--- src/rtl/stm_pkg.sv ---
`default_nettype none
package stm_pkg;
    // ***************************************
    // Register offsets
    // ***************************************
    localparam logic [7:0] OFS_CTRL_FLAGS = 8'h88;
    localparam logic [7:0] OFS_MODE_SEL = 8'h89;
    localparam logic [7:0] OFS_T0_LOW = 8'h8A;
    localparam logic [7:0] OFS_T1_LOW = 8'h8B;
    localparam logic [7:0] OFS_T0_HIGH = 8'h8C;
    localparam logic [7:0] OFS_T1_HIGH = 8'h8D;
    localparam logic [7:0] OFS_T2_CTRL = 8'hC8;
    localparam logic [7:0] OFS_T2_RLD_LOW = 8'hCA;
    localparam logic [7:0] OFS_T2_RLD_HIGH = 8'hCB;
    localparam logic [7:0] OFS_T2_LOW = 8'hCC;
    localparam logic [7:0] OFS_T2_HIGH = 8'hCD;

    // ***************************************
    // Reset values and counts
    // ***************************************
    localparam logic [7:0] RST_BYTE = 8'h00;
    localparam logic [3:0] DIV_SLOW_LAST = 4'hB;
    localparam logic PIN_IDLE = 1'b1;

    // ***************************************
    // Types
    // ***************************************
    typedef enum logic [1:0] {
        MODE_13BIT = 2'b00,
        MODE_16BIT = 2'b01,
        MODE_RELOAD8 = 2'b10,
        MODE_SPLIT = 2'b11
    } stm_mode_t;

    typedef struct packed {
        logic tmr_one_ovf_flag;
        logic tmr_one_run;
        logic tmr_zero_ovf_flag;
        logic tmr_zero_run;
        logic ext_irq_one_flag;
        logic rsv2;
        logic ext_irq_zero_flag;
        logic rsv0;
    } stm_ctrl_t;

    typedef struct packed {
        logic tmr_one_gate_en;
        logic tmr_one_count_sel;
        stm_mode_t tmr_one_mode;
        logic tmr_zero_gate_en;
        logic tmr_zero_count_sel;
        stm_mode_t tmr_zero_mode;
    } stm_modesel_t;

    typedef struct packed {
        logic tmr_two_ovf_flag;
        logic tmr_two_ext_edge_flag;
        logic uart_rx_clk_sel;
        logic uart_tx_clk_sel;
        logic tmr_two_ext_en;
        logic tmr_two_run;
        logic tmr_two_count_sel;
        logic tmr_two_capture_sel;
    } stm_t2ctrl_t;
endpackage : stm_pkg
`default_nettype wire

--- src/rtl/stm_timers.sv ---
// Functional notes
// - Timers zero/one count once per 12 clocks in timer mode.
// - Timer two counts per 12 clocks, or 2 in baud mode.
// - Counter mode counts own pin falling edges.
// - Zero/one overflow flags clear on ack; writes ignored.
// - Pin interrupt flags clear on ack; software read/write.
// - Run bits of timers zero and one start and stop counting.
// - Gate enable lets the pin level gate counting.
// - Count select picks pin edges or internal clock.
// - Mode 00: 5-bit prescaler feeds 8-bit high byte.
// - Mode 01: high and low bytes cascade into one 16-bit counter.
// - Mode 10: low byte counts, reloads from high byte on overflow.
// - Mode 11 splits timer zero; high byte uses timer one run/flag.
// - Timer two flag not set in baud mode; software clears it.
// - Edge flag sets on enabled pin falling edge; software clears it.
// - Baud selects pick timer two or one overflows.
// - Enabled pin falling edge triggers capture or reload while timer two runs, not in baud mode; else ignored.
// - Timer two count select picks pin events or internal clock.
// - Auto-reload mode: overflow sets flag and reloads; pin edge also reloads.
// - Capture mode: overflow sets flag; pin edge captures count.
// - Baud mode ignores capture select and reloads on each overflow.
// - Timer two run bit starts or stops it regardless of other bits.
// - Timer two count and capture/reload inputs share one pin.
//
// Implementation choice: the strobed register port.
`timescale 1ns/1ps
`default_nettype none
module stm_timers (
    // Clock and reset
    input wire logic SYS_CLK_I,
    input wire logic RST_B_I,
    // Register port
    input wire logic [7:0] ADDR_I,
    input wire logic [7:0] WR_DATA_I,
    input wire logic WR_I,
    input wire logic RD_I,
    output logic [7:0] RD_DATA_O,
    // External pins
    input wire logic TMR_ZERO_PIN_I,
    input wire logic TMR_ONE_PIN_I,
    input wire logic TMR_TWO_PIN_I,
    // Interrupt controller side
    input wire logic EXT_IRQ_ZERO_SET_I,
    input wire logic EXT_IRQ_ONE_SET_I,
    input wire logic TMR_ZERO_ACK_I,
    input wire logic TMR_ONE_ACK_I,
    input wire logic EXT_IRQ_ZERO_ACK_I,
    input wire logic EXT_IRQ_ONE_ACK_I,
    output logic TMR_ZERO_IRQ_O,
    output logic TMR_ONE_IRQ_O,
    output logic TMR_TWO_OVF_IRQ_O,
    output logic TMR_TWO_EXT_IRQ_O,
    output logic EXT_IRQ_ZERO_FLAG_O,
    output logic EXT_IRQ_ONE_FLAG_O,
    // Serial port baud ticks
    output logic UART_RX_TICK_O,
    output logic UART_TX_TICK_O
);
    import stm_pkg::*;

    // ***************************************
    // Registers
    // ***************************************
    stm_ctrl_t ctrl_reg;
    stm_modesel_t mode_reg;
    stm_t2ctrl_t t2ctrl_reg;
    logic [7:0] t0_low_reg, t0_high_reg, t1_low_reg, t1_high_reg;
    logic [7:0] t2_low_reg, t2_high_reg, rld_low_reg, rld_high_reg;
    logic [7:0] t0_low_next, t0_high_next, t1_low_next, t1_high_next;
    logic [7:0] t2_low_next, t2_high_next, rld_low_next, rld_high_next;
    logic [7:0] rd_data_reg;
    logic rx_tick_reg, tx_tick_reg;

    // ***************************************
    // Pin synchronisers and edge detect
    // ***************************************
    logic [2:0] pin_raw;
    logic [2:0] sync1_reg, sync2_reg, sync3_reg, level_reg, level_d_reg;
    logic [2:0] pin_fall;

    assign pin_raw = {TMR_TWO_PIN_I, TMR_ONE_PIN_I, TMR_ZERO_PIN_I};

    genvar gi;
    generate
        for (gi = 0; gi < 3; gi++) begin : g_pin
            always_ff @(posedge SYS_CLK_I or negedge RST_B_I) begin
                if (!RST_B_I) begin
                    sync1_reg[gi] <= PIN_IDLE;
                    sync2_reg[gi] <= PIN_IDLE;
                    sync3_reg[gi] <= PIN_IDLE;
                    level_reg[gi] <= PIN_IDLE;
                    level_d_reg[gi] <= PIN_IDLE;
                end else begin
                    sync1_reg[gi] <= pin_raw[gi];
                    sync2_reg[gi] <= sync1_reg[gi];
                    sync3_reg[gi] <= sync2_reg[gi];
                    // Only a level seen twice in a row counts
                    if (sync2_reg[gi] == sync3_reg[gi]) begin
                        level_reg[gi] <= sync3_reg[gi];
                    end
                    level_d_reg[gi] <= level_reg[gi];
                end
            end
            assign pin_fall[gi] = level_d_reg[gi] & ~level_reg[gi];
        end
    endgenerate

    // ***************************************
    // Prescalers
    // ***************************************
    logic [3:0] div_slow_reg;
    logic div_fast_reg;
    logic tick_slow, tick_fast;

    always_ff @(posedge SYS_CLK_I or negedge RST_B_I) begin
        if (!RST_B_I) begin
            div_slow_reg <= 4'h0;
            div_fast_reg <= 1'b0;
        end else begin
            div_slow_reg <= (div_slow_reg == DIV_SLOW_LAST) ? 4'h0 : div_slow_reg + 4'h1;
            div_fast_reg <= ~div_fast_reg;
        end
    end

    assign tick_slow = (div_slow_reg == DIV_SLOW_LAST);
    assign tick_fast = div_fast_reg;

    // ***************************************
    // Timers zero and one
    // ***************************************
    function automatic logic [16:0] step01(input stm_mode_t m, input logic [7:0] tl,
                                           input logic [7:0] th);
        logic [16:0] r;
        r = {1'b0, th, tl};
        case (m)
            MODE_13BIT: begin
                if (tl[4:0] == 5'h1F) begin
                    r = {(th == 8'hFF), th + 8'h01, tl[7:5], 5'h00};
                end else begin
                    r = {1'b0, th, tl[7:5], tl[4:0] + 5'h01};
                end
            end
            MODE_16BIT: begin
                r = {1'b0, th, tl} + 17'h00001;
            end
            MODE_RELOAD8: begin
                if (tl == 8'hFF) begin
                    r = {1'b1, th, th};
                end else begin
                    r = {1'b0, th, tl + 8'h01};
                end
            end
            default: begin
                r = {1'b0, th, tl};
            end
        endcase
        return r;
    endfunction : step01

    logic t0_tick, t1_tick, t0_en, t1_en;
    logic t0_ovf, t1_ovf, t0h_ovf;
    logic [16:0] t0_step, t1_step;
    logic split_mode;

    assign split_mode = (mode_reg.tmr_zero_mode == MODE_SPLIT);
    assign t0_tick = mode_reg.tmr_zero_count_sel ? pin_fall[0] : tick_slow;
    assign t1_tick = mode_reg.tmr_one_count_sel ? pin_fall[1] : tick_slow;
    assign t0_en = t0_tick & ctrl_reg.tmr_zero_run
                   & (~mode_reg.tmr_zero_gate_en | level_reg[0]);
    assign t1_en = t1_tick & ctrl_reg.tmr_one_run
                   & (~mode_reg.tmr_one_gate_en | level_reg[1]);
    assign t0_step = step01(mode_reg.tmr_zero_mode, t0_low_reg, t0_high_reg);
    assign t1_step = step01(mode_reg.tmr_one_mode, t1_low_reg, t1_high_reg);

    always_comb begin
        t0_low_next = t0_low_reg;
        t0_high_next = t0_high_reg;
        t0_ovf = 1'b0;
        t0h_ovf = 1'b0;
        if (split_mode) begin
            if (t0_en) begin
                t0_low_next = t0_low_reg + 8'h01;
                t0_ovf = (t0_low_reg == 8'hFF);
            end
            // High half runs on timer one's run bit
            if (ctrl_reg.tmr_one_run & tick_slow) begin
                t0_high_next = t0_high_reg + 8'h01;
                t0h_ovf = (t0_high_reg == 8'hFF);
            end
        end else if (t0_en) begin
            {t0_ovf, t0_high_next, t0_low_next} = t0_step;
        end
        if (WR_I && ADDR_I == OFS_T0_LOW) begin
            t0_low_next = WR_DATA_I;
        end
        if (WR_I && ADDR_I == OFS_T0_HIGH) begin
            t0_high_next = WR_DATA_I;
        end
    end

    always_comb begin
        t1_low_next = t1_low_reg;
        t1_high_next = t1_high_reg;
        t1_ovf = 1'b0;
        // Timer one holds in mode 11
        if (t1_en && mode_reg.tmr_one_mode != MODE_SPLIT) begin
            {t1_ovf, t1_high_next, t1_low_next} = t1_step;
        end
        if (WR_I && ADDR_I == OFS_T1_LOW) begin
            t1_low_next = WR_DATA_I;
        end
        if (WR_I && ADDR_I == OFS_T1_HIGH) begin
            t1_high_next = WR_DATA_I;
        end
    end

    // ***************************************
    // Timer two
    // ***************************************
    logic baud_mode, t2_tick, t2_ovf, t2_ext_evt;
    logic [15:0] t2_count, t2_rld, t2_count_next, t2_rld_next;

    assign baud_mode = t2ctrl_reg.uart_rx_clk_sel | t2ctrl_reg.uart_tx_clk_sel;
    assign t2_count = {t2_high_reg, t2_low_reg};
    assign t2_rld = {rld_high_reg, rld_low_reg};
    // One shared pin
    assign t2_tick = t2ctrl_reg.tmr_two_count_sel ? pin_fall[2]
                     : (baud_mode ? tick_fast : tick_slow);
    assign t2_ext_evt = pin_fall[2] & t2ctrl_reg.tmr_two_ext_en;

    always_comb begin
        t2_count_next = t2_count;
        t2_rld_next = t2_rld;
        t2_ovf = 1'b0;
        if (t2ctrl_reg.tmr_two_run & t2_tick) begin
            if (t2_count == 16'hFFFF) begin
                t2_ovf = 1'b1;
                if (baud_mode | ~t2ctrl_reg.tmr_two_capture_sel) begin
                    t2_count_next = t2_rld;
                end else begin
                    t2_count_next = 16'h0000;
                end
            end else begin
                t2_count_next = t2_count + 16'h0001;
            end
        end
        // Pin edge needs run, no baud mode
        if (t2_ext_evt & t2ctrl_reg.tmr_two_run & ~baud_mode) begin
            if (t2ctrl_reg.tmr_two_capture_sel) begin
                t2_rld_next = t2_count;
            end else begin
                t2_count_next = t2_rld;
            end
        end
        t2_low_next = t2_count_next[7:0];
        t2_high_next = t2_count_next[15:8];
        rld_low_next = t2_rld_next[7:0];
        rld_high_next = t2_rld_next[15:8];
        if (WR_I && ADDR_I == OFS_T2_LOW) begin
            t2_low_next = WR_DATA_I;
        end
        if (WR_I && ADDR_I == OFS_T2_HIGH) begin
            t2_high_next = WR_DATA_I;
        end
        if (WR_I && ADDR_I == OFS_T2_RLD_LOW) begin
            rld_low_next = WR_DATA_I;
        end
        if (WR_I && ADDR_I == OFS_T2_RLD_HIGH) begin
            rld_high_next = WR_DATA_I;
        end
    end

    // ***************************************
    // Count register update
    // ***************************************
    always_ff @(posedge SYS_CLK_I or negedge RST_B_I) begin
        if (!RST_B_I) begin
            t0_low_reg <= RST_BYTE;
            t0_high_reg <= RST_BYTE;
            t1_low_reg <= RST_BYTE;
            t1_high_reg <= RST_BYTE;
            t2_low_reg <= RST_BYTE;
            t2_high_reg <= RST_BYTE;
            rld_low_reg <= RST_BYTE;
            rld_high_reg <= RST_BYTE;
        end else begin
            t0_low_reg <= t0_low_next;
            t0_high_reg <= t0_high_next;
            t1_low_reg <= t1_low_next;
            t1_high_reg <= t1_high_next;
            t2_low_reg <= t2_low_next;
            t2_high_reg <= t2_high_next;
            rld_low_reg <= rld_low_next;
            rld_high_reg <= rld_high_next;
        end
    end

    // ***************************************
    // Control and flag registers
    // ***************************************
    logic wr_ctrl, wr_t2ctrl, tf1_set;

    assign wr_ctrl = WR_I && (ADDR_I == OFS_CTRL_FLAGS);
    assign wr_t2ctrl = WR_I && (ADDR_I == OFS_T2_CTRL);
    // Split high half owns timer one's flag
    assign tf1_set = (t1_ovf & ~split_mode) | t0h_ovf;

    always_ff @(posedge SYS_CLK_I or negedge RST_B_I) begin
        if (!RST_B_I) begin
            ctrl_reg <= stm_ctrl_t'(RST_BYTE);
        end else begin
            // Set beats ack; writes ignored
            ctrl_reg.tmr_zero_ovf_flag <= t0_ovf
                | (ctrl_reg.tmr_zero_ovf_flag & ~TMR_ZERO_ACK_I);
            ctrl_reg.tmr_one_ovf_flag <= tf1_set
                | (ctrl_reg.tmr_one_ovf_flag & ~TMR_ONE_ACK_I);
            ctrl_reg.rsv2 <= 1'b0;
            ctrl_reg.rsv0 <= 1'b0;
            if (wr_ctrl) begin
                ctrl_reg.tmr_one_run <= WR_DATA_I[6];
                ctrl_reg.tmr_zero_run <= WR_DATA_I[4];
                ctrl_reg.ext_irq_one_flag <= EXT_IRQ_ONE_SET_I | WR_DATA_I[3];
                ctrl_reg.ext_irq_zero_flag <= EXT_IRQ_ZERO_SET_I | WR_DATA_I[1];
            end else begin
                ctrl_reg.ext_irq_one_flag <= EXT_IRQ_ONE_SET_I
                    | (ctrl_reg.ext_irq_one_flag & ~EXT_IRQ_ONE_ACK_I);
                ctrl_reg.ext_irq_zero_flag <= EXT_IRQ_ZERO_SET_I
                    | (ctrl_reg.ext_irq_zero_flag & ~EXT_IRQ_ZERO_ACK_I);
            end
        end
    end

    always_ff @(posedge SYS_CLK_I or negedge RST_B_I) begin
        if (!RST_B_I) begin
            mode_reg <= stm_modesel_t'(RST_BYTE);
        end else if (WR_I && ADDR_I == OFS_MODE_SEL) begin
            mode_reg <= stm_modesel_t'(WR_DATA_I);
        end
    end

    always_ff @(posedge SYS_CLK_I or negedge RST_B_I) begin
        if (!RST_B_I) begin
            t2ctrl_reg <= stm_t2ctrl_t'(RST_BYTE);
        end else begin
            if (wr_t2ctrl) begin
                t2ctrl_reg <= stm_t2ctrl_t'(WR_DATA_I);
            end
            // Hardware only sets; software clears; set wins
            t2ctrl_reg.tmr_two_ovf_flag <= (t2_ovf & ~baud_mode)
                | (wr_t2ctrl ? WR_DATA_I[7] : t2ctrl_reg.tmr_two_ovf_flag);
            t2ctrl_reg.tmr_two_ext_edge_flag <= t2_ext_evt
                | (wr_t2ctrl ? WR_DATA_I[6] : t2ctrl_reg.tmr_two_ext_edge_flag);
        end
    end

    // ***************************************
    // Baud ticks and read port
    // ***************************************
    always_ff @(posedge SYS_CLK_I or negedge RST_B_I) begin
        if (!RST_B_I) begin
            rx_tick_reg <= 1'b0;
            tx_tick_reg <= 1'b0;
        end else begin
            rx_tick_reg <= t2ctrl_reg.uart_rx_clk_sel ? t2_ovf : t1_ovf;
            tx_tick_reg <= t2ctrl_reg.uart_tx_clk_sel ? t2_ovf : t1_ovf;
        end
    end

    always_ff @(posedge SYS_CLK_I or negedge RST_B_I) begin
        if (!RST_B_I) begin
            rd_data_reg <= RST_BYTE;
        end else if (RD_I) begin
            case (ADDR_I)
                OFS_CTRL_FLAGS: rd_data_reg <= ctrl_reg;
                OFS_MODE_SEL: rd_data_reg <= mode_reg;
                OFS_T0_LOW: rd_data_reg <= t0_low_reg;
                OFS_T1_LOW: rd_data_reg <= t1_low_reg;
                OFS_T0_HIGH: rd_data_reg <= t0_high_reg;
                OFS_T1_HIGH: rd_data_reg <= t1_high_reg;
                OFS_T2_CTRL: rd_data_reg <= t2ctrl_reg;
                OFS_T2_RLD_LOW: rd_data_reg <= rld_low_reg;
                OFS_T2_RLD_HIGH: rd_data_reg <= rld_high_reg;
                OFS_T2_LOW: rd_data_reg <= t2_low_reg;
                OFS_T2_HIGH: rd_data_reg <= t2_high_reg;
                default: rd_data_reg <= RST_BYTE;
            endcase
        end else begin
            rd_data_reg <= RST_BYTE;
        end
    end

    assign RD_DATA_O = rd_data_reg;
    assign TMR_ZERO_IRQ_O = ctrl_reg.tmr_zero_ovf_flag;
    assign TMR_ONE_IRQ_O = ctrl_reg.tmr_one_ovf_flag;
    assign TMR_TWO_OVF_IRQ_O = t2ctrl_reg.tmr_two_ovf_flag;
    assign TMR_TWO_EXT_IRQ_O = t2ctrl_reg.tmr_two_ext_edge_flag;
    assign EXT_IRQ_ZERO_FLAG_O = ctrl_reg.ext_irq_zero_flag;
    assign EXT_IRQ_ONE_FLAG_O = ctrl_reg.ext_irq_one_flag;
    assign UART_RX_TICK_O = rx_tick_reg;
    assign UART_TX_TICK_O = tx_tick_reg;
endmodule : stm_timers
`default_nettype wire

--- config.mk ---
export PLATFORM = sky130hd
export DESIGN_NAME = stm_timers
export DESIGN_NICKNAME = d
export VERILOG_FILES = /design/src/rtl/stm_pkg.sv /design/src/rtl/stm_timers.sv
export SDC_FILE = /design/constraint.sdc
export NUM_CORES = 1
export LEC_CHECK = 0
export ABC_CLOCK_PERIOD_IN_PS = 2600
export BUFFER_PORTS_ARGS = -buffer_cell sky130_fd_sc_hd__buf_4
export CAP_MARGIN = 20
export CELL_PAD_IN_SITES_DETAIL_PLACEMENT = 1
export CELL_PAD_IN_SITES_GLOBAL_PLACEMENT = 2
export CORE_ASPECT_RATIO = 0.6
export CORE_MARGIN = 3
export CORE_UTILIZATION = 38
export CTS_CLUSTER_SIZE = 12
export DETAILED_ROUTE_END_ITERATION = 8
export GPL_TIMING_DRIVEN = 0
export HOLD_SLACK_MARGIN = 0.03
export MAX_ROUTING_LAYER = met4
export PLACE_DENSITY = 0.79
export SETUP_SLACK_MARGIN = 0.2
export SKIP_LAST_GASP = 1
export SLEW_MARGIN = 20
export SYNTH_ARGS = -nofsm -noshare
export SYNTH_HDL_FRONTEND = slang
export SYNTH_SLANG_ARGS = --single-unit
export TNS_END_PERCENT = 10
--- constraint.sdc ---
create_clock -name SYS_CLK_I -period 2.6 [get_ports SYS_CLK_I]
set_clock_uncertainty 0.2 [all_clocks]
set_input_delay 0.13 -clock SYS_CLK_I [delete_from_list [all_inputs] [get_ports SYS_CLK_I]]
set_output_delay 0.13 -clock SYS_CLK_I [all_outputs]
set_load 0.01 [all_outputs]
# After elaboration in Yosys (flattened, before gate mapping)
# Index checks and enable logic that the tools add are counted.
# word_totals
ff_bits,116
output_inout_bits,16
# op_classes
add_sub_neg,10
n_reduce_logical,36
eq_ne,35
bitwise,44
muxes,50
# ops
operator,n
$mux W8,17
$eq A8 B8 Y1 const B,15
$mux W16,7
$pmux W17 S3,2
$pmux W8 S11,1
$mux W17,4
$add A16 B1 Y17 const B,2
$add A8 B1 Y8 const B,4
$and A1 B1 Y1,18
$mux W1,18
$add A16 B1 Y16 const B,1
$eq A16 B16 Y1 const B,1
$reduce_bool A2 Y1,7
$not A1 Y1,13
$or A1 B1 Y1,13
$logic_and A1 B1 Y1,12
$reduce_bool A4 Y1,3
$add A5 B1 Y5 const B,2
$eq A5 B5 Y1 const B,2
$ne A3 B3 Y1 const B,3
$reduce_bool A3 Y1,3
$reduce_and A2 Y1,4
$eq A2 B2 Y1 const B,3
$ne A2 B2 Y1 const B,3
12 further kinds,17

# Logic depth before layout (Yosys ltp)
# Gate-level depths: netlist (run 1).
# depth
depth_word,10
depth_mapped,10

# Least setup slack after synthesis (run 1)
# No wires, ideal clock.
# synth_timing
kind,register to register
start,register t0_low_reg[0]
end,register t0_high_reg[0]
arrival_ns,2.091
setup_slack_ns,0.205
n_path_buf,0
path_stages_with_launch,10
required_ns,2.296
period_less_slack_ns,2.395
cell_sequence,dfrtp_1 > ha_1 > nand3_1 > inv_1 > ha_1 > nor2b_1 > nor3_1 > nand2_1 > or3_1 > o311ai_1
# synth_between
elab_chain_len,5
word_cells_on_any_way,8
classes_between,add/sub (1); eq/ne (2); mux (4); reduce/logical (1)
# synth_rtl
element,line,text
"start, declared",stm_timers.sv:67,"logic [7:0] t0_low_reg, t0_high_reg, t1_low_reg, t1_high_reg;"
"start signal, assigned",stm_timers.sv:287,t0_low_reg <= t0_low_next;
$add A16 B1 Y17,stm_timers.sv:144,"r = {1'b0, th, tl} + 17'h00001;"
$pmux W17 S3,stm_timers.sv:135,case (m)
$mux W8,stm_timers.sv:190,end else if (t0_en) begin
$mux W8,stm_timers.sv:180,if (split_mode) begin
$mux W8,stm_timers.sv:196,if (WR_I && ADDR_I == OFS_T0_HIGH) begin
"end signal, assigned",stm_timers.sv:288,t0_high_reg <= t0_high_next;
"end, declared",stm_timers.sv:67,
# Parallel ways exist; a longest one is shown, timed or not. The select of a mux whose other input is x is not followed.
# A chain may end at the register's enable or synchronous reset.

# Worst setup path in the final report (run 1)
# layout_timing
start,register div_slow_reg[0]
end,register t1_high_reg[0]
# layout_between
elab_chain_len,7
# layout_rtl
element,line,text
"start, declared",stm_timers.sv:111,logic [3:0] div_slow_reg;
"start signal, assigned",stm_timers.sv:120,div_slow_reg <= (div_slow_reg == DIV_SLOW_LAST) ? 4'h0 : div_slow_reg + 4'h1;
$eq A4 B4 Y1,stm_timers.sv:125,assign tick_slow = (div_slow_reg == DIV_SLOW_LAST);
$mux W1,stm_timers.sv:167,assign t1_tick = mode_reg.tmr_one_count_sel ? pin_fall[1] : tick_slow;
$and A1 B1 Y1,stm_timers.sv:170,assign t1_en = t1_tick & ctrl_reg.tmr_one_run
$and A1 B1 Y1,stm_timers.sv:171,& (~mode_reg.tmr_one_gate_en | level_reg[1]);
$logic_and A1 B1 Y1,stm_timers.sv:206,if (t1_en && mode_reg.tmr_one_mode != MODE_SPLIT) begin
$reduce_bool A2 Y1 (no line),-,
$reduce_and A4 Y1 (no line),-,
"end signal, assigned",stm_timers.sv:290,t1_high_reg <= t1_high_next;
"end, declared",stm_timers.sv:67,
# No other way between the ends.

==> results by group, run 1 <==
Outcome
  – Outcome: completed

Placement
  – PortBufs: 39
  – Pre-CTS setup slack: -442.1 ps
  – GPL Wtd Cong: 0.9628
  – Area after DPL: 7899 um^2
  – Post-DP HPWL: 22020 um

Finish
  – Final instance area: 9145 um^2
  – Final nets: 967
  – # diodes: 0
  – Share of cells above drive strength 1: 22.06%
  – Area growth, synth to finish: 25.71%
  – Final Core Density: 49.70%

Critical path
  – Crit path cell chain: ha_4 -> nand3b_1 -> buf_4 -> o31ai_4 -> o2111ai_2 -> nor2b_1 -> buf_2 -> o21ai_1 -> o311ai_1
  – Max incr delay on CP: 430 ps
  – Reg2reg end: t1_high_reg[0]
  – CP Capture Type: register
  – Crit path kind: register to register
  – Crit Path Max Fanout: 8
  – Req. time, crit path: 2690 ps
  – CP max-delay cell: dfrtp_1
  – CP top delay family: compound AO/OA/AOI/OAI gates
  – R2r setup slk: 170 ps
  – Worst r2r path cells: 9
  – Startpoint types: register
  – Worst R2R Start: div_slow_reg[0]
  – CP arrival: 2520 ps
  – CP Buf/Inv Count: 2

Logic synthesis
  – Syn Inst Count: 821
  – Most common flop cell mapped by yosys: dfrtp_1
  – EDFF count, synth: 0
  – Post-Synthesis Net Count: 867
  – Synthesis-stage register bit count: 116
  – Register area share after synthesis: 40.16%
  – Most common cell in the netlist: dfrtp_1
  – Top cells by count, synth: dfrtp_1 (101), nand2_1 (95), o21ai_0 (72)
  – Cell area after synthesis: 7274 um^2
  – Area contributors post-synth: dfrtp_1 (35%), dfstp_2 (5.4%), o21ai_0 (5.0%)
  – YS warnings: 0
  – Mean Syn Cell Area: 8.861 um^2
  – Post-synth top area share: 34.74%
  – Yosys cell types: 83
  – Cell type with the largest total area after synthesis: dfrtp_1
  – Ys async rst share: 100.0%

GRT
  – Met3 Use GR: 10.54%
  – Total global routing overflow: 0
  – Met1 Usage GRT: 44.63%
  – First-pass GRT wire length: 46150 um
  – Largest net degree at the start of global routing: 60
  – GRT Util Overall: 30.57%
  – Met2 Track Usage GR: 39.62%
  – GRT Max-Usage Layer: met1
  – Antenna violations before repair: 0
  – Number of global-route vias before repair: 7378

Route
  – Avg WL per Cell: 26.18 um
  – Drt first-iter violations: 861
  – Via count: 7400
  – Drt drc: 0
  – Routed wire length: 30740 um
  – Post-DR vias/cell: 6.303
  – Drt pass-1 iters: 5
  – Antenna-violating nets left: 0

Pwr
  – Lkg Pwr: 3.504 nW
  – Max rail drop VDD: 0.4822 mV
  – Power Density: 604.6 nW/um^2

Die
  – Die height: 113.2 um
  – Rows: 38
  – Starting density of the core: 39.53%
  – Die area: 20890 um^2
  – Top Ports: 45
  – Core Footprint: 18400 um^2
  – Die width: 184.6 um

CTS
  – Clk sinks: 116
  – CTS tree: built
  – Clock buffer depth: 2
  – Clock transition at path regs: 60 ps
  – Clock Latency Late Sink: 440 ps
  – Root buf cell: clkbuf_16
  – H-tree levels: 4
  – CTS Buf Count: 17

Timing
  – Min Tclk post-route: 2429 ps
  – Worst hold slack: 43.06 ps
  – Period Utilization, post-route: 93.42%
  – Setup slack after layout: 171.0 ps
  – Slew @ Worst Pin: 1157 ps
  – Unrepaired setup endpoints after global routing: yes
  – Fin. max-slew vios: 0
  – Setup TNS: 0 ps
  – Max Fclk: 411.7 MHz
  – Final Hold Fails: 0
  – Slew headroom: 22.86%
  – # setup viols final: 0

Job
  – Max cap viols: 0

Min path
  – Worst min-delay path class: input pin to asynchronous set/reset pin
==> layout make-up <==
type	count	area (um^2)
Tap cell	240	300.3
Sequential cell	116	2935
Timing Repair Buffer	81	696.9
Clock buffer	19	432.9
Inverter	18	67.56
Buffer	49	241.5
Clock inverter	13	182.7
Multi-Input combinational cell	638	4288
Fill cell	2124	9255
==> through the flow <==
step                      power (mW)  std cells
after detailed placement       2.872       1101
after global placement         2.829       1100
final                          5.529       1174
after global routing           5.748       1174
after floorplan                2.525        821
after CTS                      5.510       1163
==> worst max-delay path by stage <==
stage,startpoint,endpoint,slack (ps),cells past startpoint
3_3_place_gp,div_slow_reg[0],t1_high_reg[4],-390,7
6_report,div_slow_reg[0],t1_high_reg[0],170,9
2_1_floorplan,t0_low_reg[0],t0_high_reg[0],210,9
3_5_place_dp,div_slow_reg[0],t1_high_reg[0],-440,8
5_1_grt,div_slow_reg[0],t2_high_reg[1],50,9
4_1_cts,t2ctrl_reg[2],t2_low_reg[0],50,6
==> power breakdown <==
part	leakage (nW)	internal, mW	total, mW	switching (mW)
registers	1.31	1.94	2.17	0.229
logic	1.89	0.333	0.812	0.479
clock network	0.301	1.60	2.54	0.942
==> per-layer routing <==
layer	up-vias	routed length [um]	share of wire (%)
met5	-	0	0
li1	3269	-	-
met4	0	574	1.9
met2	341	12600	41
met3	41	3271	11
met1	3749	14300	47
==> cells in the final DEF, fill, tap and decap left out, types with 16 or more instances in the layout <==
cell	count
nand2_1	94
dfrtp_1	90
o21ai_0	69
buf_4	66
nor2_1	57
a21oi_1	46
nand3_1	33
a22oi_1	30
mux2i_1	27
clkbuf_1	24
a31oi_1	18
inv_1	17
clkbuf_16	17
dlygate4sd3_1	16
==> repair_timing <==
| action | 4_1_cts | 5_1_grt |
|---|---|---|
| gates cloned | 0 | 0 |
| resized for setup | 39 | 34 |
| setup buffers | 14 | 11 |
| pin swaps | 8 | 10 |
| endpoints found under the hold margin | 125 | 0 |
| endpoints found under the setup margin | 63 | 62 |
| hold buffers | 16 | 0 |
==> kinds of logic (layout without fill, tap and decap cells) <==
group,count (synthesis),after routing,share of synthesized area (%)
simple gates,302,302,21.47
fa+ha+maj,20,20,3.337
compound gates,261,261,23.53
mux,40,40,5.728
xor+xnor,15,15,1.806
flops,116,116,40.16
buf+inv,67,180,3.973
Power figures use the tool's default switching activity.
==> inputs of run 2 (changes only) <==
--- a/config.mk
+++ b/config.mk
@@ -12,3 +12,3 @@
 export CELL_PAD_IN_SITES_GLOBAL_PLACEMENT = 2
-export CORE_ASPECT_RATIO = 0.6
+export CORE_ASPECT_RATIO = 1.1
 export CORE_MARGIN = 3
--- a/constraint.sdc
+++ b/constraint.sdc
@@ -4,2 +4,2 @@
 set_output_delay 0.13 -clock SYS_CLK_I [all_outputs]
-set_load 0.01 [all_outputs]
+set_load 0.1 [all_outputs]
==> run 2 against run 1 <==
Net effect: fmax is 0.78% higher; core utilization decreased by 0.42 points; power fell by 2.5%; worst hold slack got worse by 19 ps; critical path depth down 1; non-clock buffer count up 8; sequential share of layout area decreased by 0.21 points; sequential cell count stayed put; clock power down 6%; critical path type unchanged; largest power group unchanged; highest routed layer unchanged.
==> results by group, run 2 (synthesis gave the netlist of run 1 again) <==
Outcome
  – Outcome: completed (unchanged)

Route
  – Drt pass-1 iters: 7 (was 5)
  – Avg WL per Cell: 24.77 um (was 26.18 um)
  – Antenna-violating nets left: 0 (unchanged)
  – Post-DR vias/cell: 6.201 (was 6.303)
  – Routed wire length: 29380 um (was 30740 um)
  – Drt first-iter violations: 718 (was 861)
  – Drt drc: 0 (unchanged)
  – Via count: 7354 (was 7400)

Pwr
  – Lkg Pwr: 3.541 nW (was 3.504 nW)
  – Flop pwr share: 40.0% (was 39.3%)
  – Max rail drop VDD: 0.4579 mV (was 0.4822 mV)
  – Internal power: 3.641 mW (was 3.879 mW)
  – Clock Power Share: 44.5% (was 46.0%)
  – Power Density: 588.1 nW/um^2 (was 604.6 nW/um^2)
  – Comb power frac: 15.5% (was 14.7%)
  – Net Sw Power: 1.752 mW (was 1.650 mW)
  – Sw Share: 32.48% (was 29.84%)

Timing
  – Unrepaired setup endpoints after global routing: yes (unchanged)
  – Final Hold Fails: 0 (unchanged)
  – Slew @ Worst Pin: 985.5 ps (was 1157 ps)
  – Slew headroom: 34.30% (was 22.86%)
  – Setup slack after layout: 189.9 ps (was 171.0 ps)
  – Period Utilization, post-route: 92.70% (was 93.42%)
  – # setup viols final: 0 (unchanged)
  – Max Fclk: 414.9 MHz (was 411.7 MHz)
  – Min Tclk post-route: 2410 ps (was 2429 ps)
  – Setup TNS: 0 ps (unchanged)
  – Fin. max-slew vios: 0 (unchanged)

Finish
  – # diodes: 0 (unchanged)
  – Share of cells above drive strength 1: 22.80% (was 22.06%)
  – Final instance area: 9170 um^2 (was 9145 um^2)
  – Area growth, synth to finish: 26.06% (was 25.71%)
  – Commonest cells after routing, fill and taps aside: dfrtp_1 (99), nand2_1 (94), buf_4 (74) (was nand2_1 (94), dfrtp_1 (90), o21ai_0 (69))
  – Final nets: 976 (was 967)
  – Fin cells: 1186 (was 1174)
  – Commonest non-fill, non-tap cell in the layout: dfrtp_1 (was nand2_1)

Placement
  – Area after DPL: 7903 um^2 (was 7899 um^2)
  – PortBufs: 39 (unchanged)
  – Post-DP HPWL: 20360 um (was 22020 um)
  – Dpl cells: 1104 (was 1101)
  – GPL Wtd Cong: 0.9009 (was 0.9628)
  – Pre-CTS setup slack: -259.4 ps (was -442.1 ps)

CTS
  – Clk sinks: 116 (unchanged)
  – Clock buffer depth: 2 (unchanged)
  – CTS tree: built (unchanged)
  – H-tree levels: 4 (unchanged)
  – Clock Latency Late Sink: 430 ps (was 440 ps)
  – CTS Buf Count: 17 (unchanged)
  – Clock transition at path regs: 70 ps (was 60 ps)
  – Root buf cell: clkbuf_16 (unchanged)

Critical path
  – Crit path kind: register to register (unchanged)
  – Crit Path Max Fanout: 11 (was 8)
  – CP Capture Type: register (unchanged)
  – CP arrival: 2490 ps (was 2520 ps)
  – Req. time, crit path: 2680 ps (was 2690 ps)
  – Startpoint types: register (unchanged)

GRT
  – GRT Util Overall: 28.73% (was 30.57%)
  – Number of global-route vias before repair: 7444 (was 7378)
  – First-pass GRT wire length: 43460 um (was 46150 um)
  – Largest net degree at the start of global routing: 70 (was 60)
  – Antenna violations before repair: 0 (unchanged)
  – Total global routing overflow: 0 (unchanged)

Die
  – Die width: 137.9 um (was 184.6 um)
  – Top Ports: 45 (unchanged)
  – Rows: 52 (was 38)
  – Die height: 151.1 um (was 113.2 um)
  – Starting density of the core: 39.09% (was 39.53%)
  – Core Footprint: 18610 um^2 (was 18400 um^2)
  – Die area: 20840 um^2 (was 20890 um^2)

Min path
  – Worst min-delay path class: input pin to asynchronous set/reset pin (unchanged)

Job
  – Max cap viols: 0 (unchanged)
## run 2: cell types whose count changed in the layout (fill, tap and decap cells not counted), sizes merged
| cell | delta |
|---|---|
| clkinv | -4 |
| buf | +10 |
| clkinvlp | +1 |
| o21ai | +1 |
| clkbuf | -4 |
| bufinv | -3 |
| inv | +8 |
## run 2: per-layer routing
layer / vias up / track usage (%) / wire length [um]
met4: 0 / 12.25 / 1109
met3: 85 / 4.751 / 1427
met2: 255 / 46.12 / 14560
met5: - / - / 0
met1: 3711 / 35.92 / 12290
li1: 3303 / - / -
## run 2: layout make-up
cell class | instances | area [um^2]
inverters | 18 | 67.56
clock buffers | 17 | 425.4
fillers | 2206 | 9438
clock inverters | 15 | 160.2
repair buffers | 89 | 732.0
flip-flops and latches | 116 | 2924
multi-input cells | 639 | 4308
well taps | 243 | 304.0
plain buffers | 49 | 249.0
## run 2: worst max-delay path: stages (launching register included)
cell and delay [ps]:
dfrtp_1 320, buf_2 240, nand4b_1 200, or3_1 440, buf_2 250, nand4_1 140, nand3_1 90, a31oi_1 230
a22oi_1 140
## run 2: power by group through the flow
stage               Clock, mW  Combinational [mW]  Sequential (mW)
floorplan                   0               0.440             2.12
global placement            0               0.671             2.17
detailed placement          0               0.703             2.18
CTS                      2.42               0.756             2.14
global route             2.51               0.911             2.17
finish                   2.40               0.836             2.16
## run 2: stage by stage
stage          utilization [%]  power (mW)  hold slack (ps)
2_1_floorplan                -       2.555           -365.6
6_report                 49.28       5.393            24.46
3_3_place_gp             42.30       2.841            38.74
4_1_cts                  47.48       5.323            31.30
5_1_grt                  49.28       5.591            71.50
3_5_place_dp             42.47       2.882           -85.15
## run 2: repair_timing
action | CTS | global route
cloned | 0 | 1
endpoints found under the hold margin | 126 | 0
hold buffers | 16 | 0
pin swaps | 4 | 14
gates resized for setup | 25 | 53
setup endpoints to repair | 60 | 57
buffers inserted | 12 | 21
## run 2: worst paths after layout
| check | from | endpoint | slack (ps) | depth (start not counted) |
|---|---|---|---|---|
| max | t2ctrl_reg[2] | t2_low_reg[1] | 190 | 8 |
| min | RST_B_I | t1_high_reg[3] | 20 | 2 |
| max reg2reg | t2ctrl_reg[2] | t2_low_reg[1] | 190 | 8 |
| min reg2reg | sync1_reg[1] | sync2_reg[1] | 160 | 0 |
| max in group asynchronous | RST_B_I | level_d_reg[0] | 1410 | 3 |
| min in group SYS_CLK_I | ADDR_I[3] | t0_high_reg[7] | 130 | 5 |
==> inputs of run 3 (changes only) <==
Settings changed: HOLD_SLACK_MARGIN 0.03 to 0.08, TNS_END_PERCENT 10 to 20.
==> run 3 against run 2 <==
Net effect: design area grew 0.78%; worst hold slack gained 100 ps; highest routed layer unchanged; cell count grew 0.51%; count of clock-buffer cells in the layout is the same; largest power group unchanged; wire length grew 0.24%; critical path type unchanged; sequential power is essentially flat; clock power is essentially flat.
==> results by group, run 3 (synthesis gave the netlist of run 1 again) <==
Pwr
  – Lkg Pwr: 3.582 nW (was 3.541 nW)
  – Net Sw Power: 1.756 mW (was 1.752 mW)
  – Max rail drop VDD: 0.4564 mV (was 0.4579 mV)
  – Internal power: 3.647 mW (was 3.641 mW)
  – Clock Power Share: 44.4% (was 44.5%)
  – Sw Share: 32.50% (was 32.48%)
  – Flop pwr share: 39.9% (was 40.0%)
  – Power Density: 584.6 nW/um^2 (was 588.1 nW/um^2)
  – Comb power frac: 15.6% (was 15.5%)

Die
  – Core Footprint: 18610 um^2 (unchanged)
  – Die width: 137.9 um (unchanged)
  – Starting density of the core: 39.09% (unchanged)
  – Top Ports: 45 (unchanged)
  – Rows: 52 (unchanged)
  – Die area: 20840 um^2 (unchanged)
  – Die height: 151.1 um (unchanged)

Finish
  – # diodes: 0 (unchanged)
  – Area growth, synth to finish: 27.04% (was 26.06%)
  – # fillers: 2214 (was 2206)
  – Commonest cells after routing, fill and taps aside: dfrtp_1 (98), nand2_1 (94), buf_4 (78) (was dfrtp_1 (99), nand2_1 (94), buf_4 (74))
  – Final nets: 982 (was 976)
  – Final Core Density: 49.66% (was 49.28%)
  – Commonest non-fill, non-tap cell in the layout: dfrtp_1 (unchanged)
  – Share of cells above drive strength 1: 23.29% (was 22.80%)

CTS
  – Clock buffer depth: 2 (unchanged)
  – H-tree levels: 4 (unchanged)
  – CTS tree: built (unchanged)
  – Clock transition at path regs: 70 ps (about the same)
  – Clk sinks: 116 (unchanged)
  – CTS Buf Count: 17 (unchanged)
  – Root buf cell: clkbuf_16 (unchanged)
  – Clock Latency Late Sink: 430 ps (about the same)

Timing
  – Fin. max-slew vios: 0 (unchanged)
  – Slew headroom: 34.13% (was 34.30%)
  – Unrepaired setup endpoints after global routing: yes (unchanged)
  – Min Tclk post-route: 2393 ps (was 2410 ps)
  – Max Fclk: 417.9 MHz (was 414.9 MHz)
  – Period Utilization, post-route: 92.03% (was 92.70%)
  – Final Hold Fails: 0 (unchanged)
  – Slew @ Worst Pin: 974.3 ps (was 985.5 ps)
  – Worst hold slack: 129.4 ps (was 24.46 ps)
  – # setup viols final: 0 (unchanged)

Placement
  – GPL Wtd Cong: 0.9009 (unchanged)
  – Post-DP HPWL: 20360 um (unchanged)
  – PortBufs: 39 (unchanged)

Route
  – Drt pass-1 iters: 7 (unchanged)
  – Drt first-iter violations: 726 (was 718)
  – Post-DR vias/cell: 6.178 (was 6.201)
  – Antenna-violating nets left: 0 (unchanged)
  – Drt drc: 0 (unchanged)
  – Routed wire length: 29450 um (was 29380 um)
  – Via count: 7364 (was 7354)
  – Avg WL per Cell: 24.71 um (was 24.77 um)

GRT
  – Antenna violations before repair: 0 (unchanged)
  – First-pass GRT wire length: 43610 um (was 43460 um)
  – GRT Util Overall: 28.85% (was 28.73%)
  – Total global routing overflow: 0 (unchanged)
  – Largest net degree at the start of global routing: 70 (unchanged)
  – Number of global-route vias before repair: 7468 (was 7444)

Critical path
  – Crit path launch: t2_high_reg[3] (was t2ctrl_reg[2])
  – Crit Path Max Fanout: 10 (was 11)
  – CP arrival: 2490 ps (about the same)
  – R2r setup slk: 210 ps (was 190 ps)
  – Req. time, crit path: 2700 ps (was 2680 ps)
  – Crit path kind: register to register (unchanged)
  – Startpoint types: register (unchanged)
  – Worst R2R Start: t2_high_reg[3] (was t2ctrl_reg[2])
  – CP Capture Type: register (unchanged)

Outcome
  – Outcome: completed (unchanged)

Job
  – Max cap viols: 0 (unchanged)

Min path
  – HP Start: ADDR_I[3]
  – Worst min-delay path class: input pin to register (was input pin to asynchronous set/reset pin)
run 3: path summary, 6_finish.rpt:
check | endpoint | cells past startpoint
max | t2_high_reg[5] | 8
min | t0_high_reg[7] | 5
max reg2reg | t2_high_reg[5] | 8
min reg2reg | sync2_reg[1] | 0
max in group asynchronous | level_d_reg[0] | 4
min in group asynchronous | sync2_reg[1] | 3
run 3: metrics by stage:
stage | setup slack [ps] | std cells | total power [mW] | setup TNS [ps] | instance area, um^2
6_report | 207.1 | 1192 | 5.402 | 0 | 9241
5_1_grt | 72.80 | 1192 | 5.598 | 0 | 9241
4_1_cts | 119.6 | 1168 | 5.344 | 0 | 8904
3_5_place_dp | -259.4 | 1104 | 2.882 | -4729 | 7903
3_3_place_gp | -229.4 | 1103 | 2.841 | -3493 | 7871
2_1_floorplan | 205.1 | 821 | 2.555 | 0 | 7274
run 3: critical path: stages, from the launching register on:
cell and delay [ps]:
dfrtp_1 540, nand4_1 270, nor4_4 290, buf_4 170
buf_6 150, a21oi_1 70, nor3b_1 270, a2bb2oi_1 200
o22ai_1 100
run 3: layout make-up:
class	count	area [um^2]	share of cell area, %
multi-input combinational	639	4312	46.66
buffer	49	247.7	2.681
inverter	18	67.56	0.7311
tap	243	304.0	3.290
clock buffer	17	425.4	4.603
timing repair buffer	95	799.5	8.652
clock inverter	15	160.2	1.733
sequential	116	2925	31.65
run 3: what timing repair did:
action / in CTS / in global routing
endpoints found under the setup margin: 60 / 57
endpoints found under the hold margin: 135 / 0
setup buffers: 14 / 23
pin swaps: 5 / 15
resized for setup: 31 / 47
gates cloned: 0 / 1
hold buffers: 18 / 0
run 3: power groups by stage:
stage / Clock (mW) / Sequential (mW) / Combinational [mW]
global placement: 0 / 2.17 / 0.671
detailed placement: 0 / 2.18 / 0.703
CTS: 2.42 / 2.15 / 0.776
global route: 2.51 / 2.17 / 0.922
finish: 2.40 / 2.16 / 0.844
floorplan: 0 / 2.12 / 0.440
run 3: layer usage:
layer | wire length [um] | GRT usage (%)
met1 | 12420 | 36.16
met3 | 1413 | 4.618
met2 | 14570 | 46.36
met5 | 0 | -
met4 | 1045 | 12.25
